File: src/common/bridge_cfg_pkg.sv
package bridge_cfg_pkg;

    // ========================================================================
    // Configuration offsets (byte offsets in configuration space).
    // ========================================================================
    localparam logic [7:0] MEM_BASE_OFFSET = 8'h20;
    localparam logic [7:0] SEC_STATUS_OFFSET = 8'h1e;
    localparam logic [7:0] MEM_LIMIT_OFFSET = 8'h22;

    // ========================================================================
    // Status bit positions.
    // ========================================================================
    localparam int DET_PARITY_BIT = 15;
    localparam int RX_SYS_ERR_BIT = 14;
    localparam int RX_MASTER_ABORT_BIT = 13;
    localparam int RX_ABORT_BIT = 12;
    localparam int SENT_ABORT_BIT = 11;
    localparam int MASTER_PARITY_BIT = 8;

    // ========================================================================
    // Field layout of the memory base and limit registers.
    // ========================================================================
    localparam int WIN_FIELD_LSB = 4;
    localparam int WIN_FIELD_W = 12;
    localparam int ADDR_LOW_W = 20;
    localparam logic [15:0] MEM_BASE_RESET = 16'h0000;
    localparam logic [15:0] STATUS_RESET = 16'h0000;

    // Status bits that software may clear by writing one.
    localparam logic [15:0] STATUS_W1C_MASK = 16'hf900;

    // Traffic class of a poisoned packet, as seen by the parity matrix.
    typedef enum logic [1:0]
    {
        TRAFFIC_OB_POSTED,
        TRAFFIC_OB_COMPL,
        TRAFFIC_IB_POSTED,
        TRAFFIC_IB_COMPL
    } traffic_type;

    // Event reported by the port logic in one cycle.
    typedef struct packed
    {
        logic rx_completer_abort;
        logic completed_with_abort;
        logic poison_seen;
        traffic_type poison_class;
        logic poisoned_write_sent;
    } port_event_type;

    // Configuration access request.
    typedef struct packed
    {
        logic rd;
        logic wr;
        logic [7:0] offset;
        logic [1:0] byte_en;
        logic [15:0] wdata;
    } cfg_req_type;

endpackage

File: src/verilog/bridge_secondary_status_and_mem_base.sv
// Overview of operation
// Set received completer-abort flag, bit 12, on a Completer Abort completion.
// Set sent completer-abort flag, bit 11, only when upstream target abort is set.
// Select timing, back-to-back and high-speed capable bits read zero, not writable.
// Set master parity bit 8 when enabled and poisoned completion or write.
// With parity response disabled, master parity bit 8 never sets.
// Reserved status bits 6, 4:0 and base bits 3:0 read zero.
// Parity flags log per the outbound and inbound traffic matrix.
// Upstream detected parity normally covers upstream master parity cases.
// Forward memory accesses inside the non-prefetchable window to the port.
// Base bits 15:4 are read/write and hold address bits 31:20.
// Base low address bits decode as zero, limit low bits as all ones.
// Inside when base field <= address 31:20 <= limit field.
// Software clears error bits by writing one; writing zero keeps them.
`timescale 1ns/1ps

module bridge_secondary_status_and_mem_base
    import bridge_cfg_pkg::*;
(
    input wire logic clock,
    input wire logic resetn,
    input wire cfg_req_type cfg_req,
    output logic [15:0] cfg_rdata,
    output logic cfg_hit,
    input wire port_event_type port_event,
    input wire logic parity_response_enable,
    input wire logic upstream_rx_target_abort,
    input wire logic rx_system_error,
    input wire logic rx_unsupported_compl,
    input wire logic [15:0] mem_limit_value,
    input wire logic mem_req_valid,
    input wire logic [31:0] mem_req_addr,
    output logic mem_to_port,
    output logic upstream_detected_parity_flag,
    output logic upstream_master_parity_flag,
    input wire logic upstream_parity_clear,
    output logic [15:0] mem_window_base_field
);

    // ========================================================================
    // Helpers.
    // ========================================================================
    function automatic logic [15:0] byte_mask(input logic [1:0] be);
        byte_mask = {{8{be[1]}}, {8{be[0]}}};
    endfunction

    function automatic logic [WIN_FIELD_W-1:0] win_field(input logic [15:0] v);
        win_field = v[WIN_FIELD_LSB +: WIN_FIELD_W];
    endfunction

    // Poisoned traffic that came in from the link.
    function automatic logic is_inbound(input traffic_type cls);
        is_inbound = cls == TRAFFIC_IB_POSTED || cls == TRAFFIC_IB_COMPL;
    endfunction

    // Poisoned traffic that the port sent out on the link.
    function automatic logic is_outbound(input traffic_type cls);
        is_outbound = cls == TRAFFIC_OB_POSTED || cls == TRAFFIC_OB_COMPL;
    endfunction

    // A new event wins over a write-one clear in the same cycle.
    function automatic logic [15:0] sticky_update(
        input logic [15:0] cur,
        input logic [15:0] clr,
        input logic [15:0] ev
    );
        sticky_update = (cur & ~clr) | ev;
    endfunction

    // Inclusive range test on the upper address field.
    function automatic logic in_window(
        input logic [WIN_FIELD_W-1:0] lo,
        input logic [WIN_FIELD_W-1:0] hi,
        input logic [WIN_FIELD_W-1:0] a
    );
        in_window = lo <= a && a <= hi;
    endfunction

    // ========================================================================
    // Event decode.
    // ========================================================================
    logic ev_det_parity;
    logic ev_master_parity;
    logic ev_up_det;
    logic ev_up_master;
    logic ev_rx_abort;
    logic ev_sent_abort;
    logic poison_in;
    logic poison_out;
    logic poison_in_compl;
    logic poison_out_compl;

    always_comb
    begin
        poison_in = port_event.poison_seen && is_inbound(port_event.poison_class);
        poison_out = port_event.poison_seen && is_outbound(port_event.poison_class);
        poison_in_compl = port_event.poison_seen &&
            port_event.poison_class == TRAFFIC_IB_COMPL;
        poison_out_compl = port_event.poison_seen &&
            port_event.poison_class == TRAFFIC_OB_COMPL;
        // inbound detected parity
        ev_det_parity = poison_in;
        // poison sets master
        // enable gates
        ev_master_parity = parity_response_enable &&
            (poison_in_compl || port_event.poisoned_write_sent);
        // outbound detected parity
        ev_up_det = poison_out;
        // An outbound completion sets both upstream flags, so detected covers master.
        // detected covers master
        ev_up_master = poison_out_compl;
        // abort received
        ev_rx_abort = port_event.rx_completer_abort;
        // passed-down abort
        ev_sent_abort = port_event.completed_with_abort && upstream_rx_target_abort;
    end

    // ========================================================================
    // Configuration write decode.
    // ========================================================================
    logic status_wr;
    logic base_wr;
    logic [15:0] wmask;

    always_comb
    begin
        wmask = byte_mask(cfg_req.byte_en);
        status_wr = cfg_req.wr && cfg_req.offset == SEC_STATUS_OFFSET;
        base_wr = cfg_req.wr && cfg_req.offset == MEM_BASE_OFFSET;
    end

    // ========================================================================
    // Downstream side error status.
    // ========================================================================
    logic [15:0] downstream_side_error_status_r;
    logic [15:0] downstream_side_error_status_nxt;
    logic [15:0] clr_bits;
    logic [15:0] set_bits;

    always_comb
    begin
        set_bits = '0;
        set_bits[DET_PARITY_BIT] = ev_det_parity;
        set_bits[RX_SYS_ERR_BIT] = rx_system_error;
        set_bits[RX_MASTER_ABORT_BIT] = rx_unsupported_compl;
        set_bits[RX_ABORT_BIT] = ev_rx_abort;
        set_bits[SENT_ABORT_BIT] = ev_sent_abort;
        set_bits[MASTER_PARITY_BIT] = ev_master_parity;
        // one clears
        clr_bits = '0;
        if (status_wr)
        begin
            clr_bits = cfg_req.wdata & wmask & STATUS_W1C_MASK;
        end
        // hardwired bits zero
        // reserved bits zero
        downstream_side_error_status_nxt = STATUS_W1C_MASK &
            sticky_update(downstream_side_error_status_r, clr_bits, set_bits);
    end

    always_ff @(posedge clock or negedge resetn)
    begin
        if (!resetn)
        begin
            downstream_side_error_status_r <= STATUS_RESET;
        end
        else
        begin
            downstream_side_error_status_r <= downstream_side_error_status_nxt;
        end
    end

    // ========================================================================
    // Downstream memory window base.
    // ========================================================================
    logic [WIN_FIELD_W-1:0] downstream_mem_window_base_r;
    logic [WIN_FIELD_W-1:0] downstream_mem_window_base_nxt;
    logic [15:0] base_merged;

    always_comb
    begin
        // Merging per byte lane lets a one-byte write keep the other lane.
        base_merged = (mem_window_base_field & ~wmask) | (cfg_req.wdata & wmask);
        // base writable
        downstream_mem_window_base_nxt = downstream_mem_window_base_r;
        if (base_wr)
        begin
            downstream_mem_window_base_nxt = win_field(base_merged);
        end
    end

    always_ff @(posedge clock or negedge resetn)
    begin
        if (!resetn)
        begin
            downstream_mem_window_base_r <= MEM_BASE_RESET[WIN_FIELD_LSB +: WIN_FIELD_W];
        end
        else
        begin
            downstream_mem_window_base_r <= downstream_mem_window_base_nxt;
        end
    end

    // base low bits zero
    assign mem_window_base_field = {downstream_mem_window_base_r, {WIN_FIELD_LSB{1'b0}}};

    // ========================================================================
    // Upstream parity flags.
    // ========================================================================
    // These flags belong to the upstream status register, which clears them by pulse.
    // The matrix is decoded here so that both sides share one classification.
    logic up_det_r;
    logic up_det_nxt;
    logic up_master_r;
    logic up_master_nxt;

    always_comb
    begin
        // upstream logging
        up_det_nxt = (up_det_r && !upstream_parity_clear) || ev_up_det;
        up_master_nxt = (up_master_r && !upstream_parity_clear) || ev_up_master;
    end

    always_ff @(posedge clock or negedge resetn)
    begin
        if (!resetn)
        begin
            up_det_r <= 1'b0;
            up_master_r <= 1'b0;
        end
        else
        begin
            up_det_r <= up_det_nxt;
            up_master_r <= up_master_nxt;
        end
    end

    assign upstream_detected_parity_flag = up_det_r;
    assign upstream_master_parity_flag = up_master_r;

    // ========================================================================
    // Read path.
    // ========================================================================
    logic [15:0] rdata_r;
    logic [15:0] rdata_nxt;

    always_comb
    begin
        cfg_hit = cfg_req.offset == SEC_STATUS_OFFSET || cfg_req.offset == MEM_BASE_OFFSET;
        rdata_nxt = rdata_r;
        if (cfg_req.rd)
        begin
            // Offsets outside this block read as zero.
            case (cfg_req.offset)
                SEC_STATUS_OFFSET:
                begin
                    rdata_nxt = downstream_side_error_status_r;
                end
                MEM_BASE_OFFSET:
                begin
                    rdata_nxt = mem_window_base_field;
                end
                default:
                begin
                    rdata_nxt = '0;
                end
            endcase
        end
    end

    always_ff @(posedge clock or negedge resetn)
    begin
        if (!resetn)
            rdata_r <= '0;
        else
            rdata_r <= rdata_nxt;
    end

    assign cfg_rdata = rdata_r;

    // ========================================================================
    // Window decode.
    // ========================================================================
    logic [WIN_FIELD_W-1:0] addr_hi;
    logic [WIN_FIELD_W-1:0] limit_hi;
    logic to_port_r;
    logic to_port_nxt;

    always_comb
    begin
        addr_hi = mem_req_addr[ADDR_LOW_W +: WIN_FIELD_W];
        limit_hi = win_field(mem_limit_value);
        // Comparing bits 31:20 alone equals a base padded with zeros
        // and a limit padded with ones below bit 20.
        // forward window hits
        // implied low bits
        // inclusive range
        to_port_nxt = mem_req_valid &&
            in_window(downstream_mem_window_base_r, limit_hi, addr_hi);
    end

    always_ff @(posedge clock or negedge resetn)
    begin
        if (!resetn)
            to_port_r <= 1'b0;
        else
            to_port_r <= to_port_nxt;
    end

    assign mem_to_port = to_port_r;

endmodule
File: config.mk
export PLATFORM = sky130hd
export DESIGN_NAME = bridge_secondary_status_and_mem_base
export DESIGN_NICKNAME = d
export VERILOG_FILES = /design/src/common/bridge_cfg_pkg.sv /design/src/verilog/bridge_secondary_status_and_mem_base.sv
export SDC_FILE = /design/constraint.sdc
export NUM_CORES = 1
export LEC_CHECK = 0
export BUFFER_PORTS_ARGS = -buffer_cell sky130_fd_sc_hd__buf_2
export CAP_MARGIN = 20
export CORE_MARGIN = 2
export CORE_UTILIZATION = 25
export DETAILED_ROUTE_END_ITERATION = 7
export MAX_ROUTING_LAYER = met4
export PLACE_DENSITY = 0.61
export SLEW_MARGIN = 30
export SYNTH_ARGS = -nofsm -noshare
export SYNTH_HDL_FRONTEND = slang
export SYNTH_SLANG_ARGS = --single-unit
export TNS_END_PERCENT = 5
File: constraint.sdc
create_clock -name clock -period 1.7 [get_ports clock]
set_clock_uncertainty 0.2 [all_clocks]
set_input_delay 0.085 -clock clock [delete_from_list [all_inputs] [get_ports clock]]
set_output_delay 0.085 -clock clock [all_outputs]
set_load 0.01 [all_outputs]
==> summary.md <==
| Metric | Value |
|---|---|
| Status | finished, violations left |
| Failing checks | setup timing |
| Asr flop ratio synth | 100% |
| Antenna violations before repair | 0 |
| Fin nets | 470 |
| Most frequent cells in the layout | buf_2, inv_1, dfrtp_1 |
| Global-route wire length before repair | 9.71 mm |
| Post-Syn Area | 0.00207 mm^2 |
| Count of different cell masters after synthesis | 36 |
| CP startpoint kind | flop |
| Final Util | 39.5% |
| Per-cell routed wire length | 12.8 um |
| CTS buffer count | 5 |
| Drt initial violations | 44 |
| Worst Path Required | 1690 ps |
| Post-synthesis adder-cell area fraction | 14.5% |
| Synth-to-Final Area Change | 55.3% |
| Worst hold path type | input pin to asynchronous set/reset pin |
| Pin count of the biggest net entering global routing | 25 |
| H-tree levels | 2 |
| CP Cell Sequence | ha_4 > nand4_1 > or4_4 > a211oi_2 |
| Clk slew on worst S/H paths | 80 ps |
| Fill count | 820 |
| Synth warn | 0 |
| Sequential-to-total area share from yosys stat | 39.9% |
| Area leader, netlist | dfrtp_1 |
| # port buffers | 89 |
| Chip Height | 95.0 um |
| PwrDens | 598 mW/mm^2 |
| Antenna viol nets, final | 0 |
| Worst Reg-to-Reg Cells | 4 |
| Die Span X | 95.0 um |
| Count of final setup violators | 1 |
| Total Power | 1.92 mW |
| Post-Syn Instances | 214 |
| Synth Flop Type | dfrtp_1 |
| Yosys top cell area share | 39.9% |
| Vias per inst | 4.46 |
| Synth Area in Simple Gates | 13.3% |
| Grt ovf | 0 |
| Vias in the first global route | 2166 |
| Final wirelength | 5.93 mm |
| Clk buf depth | 2 |
| Data arrival, critical path | 1850 ps |
| DRT Pass-1 Iters | 4 |
| Synth Area in Compound Gates | 13.5% |
| Max cap viols | 0 |
| Most common cell after layout, fill and taps aside | buf_2 |
| Worst path slowest cell | or4_4 |
| Post-DP HPWL | 4.63 mm |
| Core ar. | 0.00813 mm^2 |
| GRT Util Overall | 14.3% |
| #FFs+latches synth | 33 |
| Reg-to-reg endpoint | mem_to_port |
| CP bufs+invs | 0 |
| CP top delay family | simple AND/OR/NAND/NOR gates |
| I/O Pins | 126 |
| Vias | 2060 |
| Critical path's largest stage delay | 540 ps |
| Peak VDD IR | 0.000296 V |
| Synth Area in XOR/XNOR | 0% |
| Final period utilization | 109% |
| Top cells by area, synth | dfrtp_1, ha_1, inv_1 |
| Remaining DRCs | 0 |
| Gp weighted congestion | 0.738 |
| Final hold viol count | 0 |
| Hold_ws | 7.43 ps |
| Largest family of logic cells by synthesized area | adder cells |
| Initial Util | 25.5% |
| CTS sink count | 33 |
| RSZ-0062 raised after global routing | true |
| Setup slack at placement | -172 ps |
| Num rows | 33 |
| R2r setup slk | -150 ps |
| TritonCTS clock tree | yes |
| Crit-path max FO | 2 |
| Fmax achieved | 540 MHz |
| Layout cells sized above 1 | 39.2% |
| CP endpoint kind | flop |
| Number of synthesized flops with an enable pin | 0 |
| Ant diodes | 0 |
| Root Buffer | clkbuf_8 |
| Fin crit period | 1850 ps |
| Max-slew violation count | 0 |
| Die ar. | 0.00903 mm^2 |
| Avg Cell Area, Syn | 9.68 um^2 |
| Worst setup margin | -151 ps |
| Leakage | 1.67 nW |
| Clock Latency Late Sink | 280 ps |
| Post-synthesis mux area share | 7.73% |
| CP Class | flop to flop |
==> power breakdown <==
part / internal [mW] / switching [mW]
clock: 0.435 / 0.295
combinational: 0.190 / 0.181
sequential: 0.809 / 0.0129
==> logic make-up after synthesis <==
kind of cell / Yosys count
flops: 33
fa+ha+maj: 24
other cells: 1
buf+inv: 48
compound gates: 45
simple gates: 50
mux: 13
==> layer usage <==
| layer | wire [um] | global-route usage [%] |
|---|---|---|
| met5 | 0 | - |
| met4 | 48 | 2.66 |
| met3 | 350 | 3.40 |
| met2 | 2930 | 24.9 |
| met1 | 2590 | 16.8 |
==> stage by stage <==
step	cell area [um^2]	TNS, ps	std cells
2_1_floorplan	2110	-113	221
3_3_place_gp	2770	-120	422
3_5_place_dp	2770	-172	422
4_1_cts	3210	-129	462
5_1_grt	3220	-219	462
6_report	3220	-151	462
==> how the worst max path moves through the flow <==
stage | start | to | slack [ps] | cells after the start
final | flop | mem_to_port | -150 | 4
after global placement | flop | mem_to_port | -120 | 4
after CTS | flop | mem_to_port | -130 | 4
after detailed placement | flop | mem_to_port | -170 | 4
after floorplan | flop | mem_to_port | -110 | 4
after global routing | flop | mem_to_port | -220 | 7
==> repair_timing <==
action,in CTS,in global routing
setup endpoints to repair,1,1
endpoints found under the hold margin,54,0
buffers inserted,1,0
gates resized for setup,2,2
hold buffers,31,0
pin swaps,1,1
==> synthesized netlist by cell type (all sizes together) (2+ instances only) <==
cell,n
a21o,3
clkbuf,2
nand4,6
ha,24
o22ai,2
mux2,12
o21ai,10
nand2,10
nor4,2
a21oi,14
nor2,13
dfrtp,33
a211oi,3
a22o,3
inv,35
buf,11
nor2b,2
nand3,9
a22oi,6
==> cell type report <==
class	count	area, um^2	share of cell area [%]
repair buffers	141	938	29.2
well taps	105	131	4.08
clock inverters	2	35.0	1.09
flip-flops and latches	33	827	25.7
inverters	35	131	4.08
clock buffers	6	72.6	2.26
multi-input cells	140	1080	33.6
No activity file was read; power rests on OpenSTA's default activity.
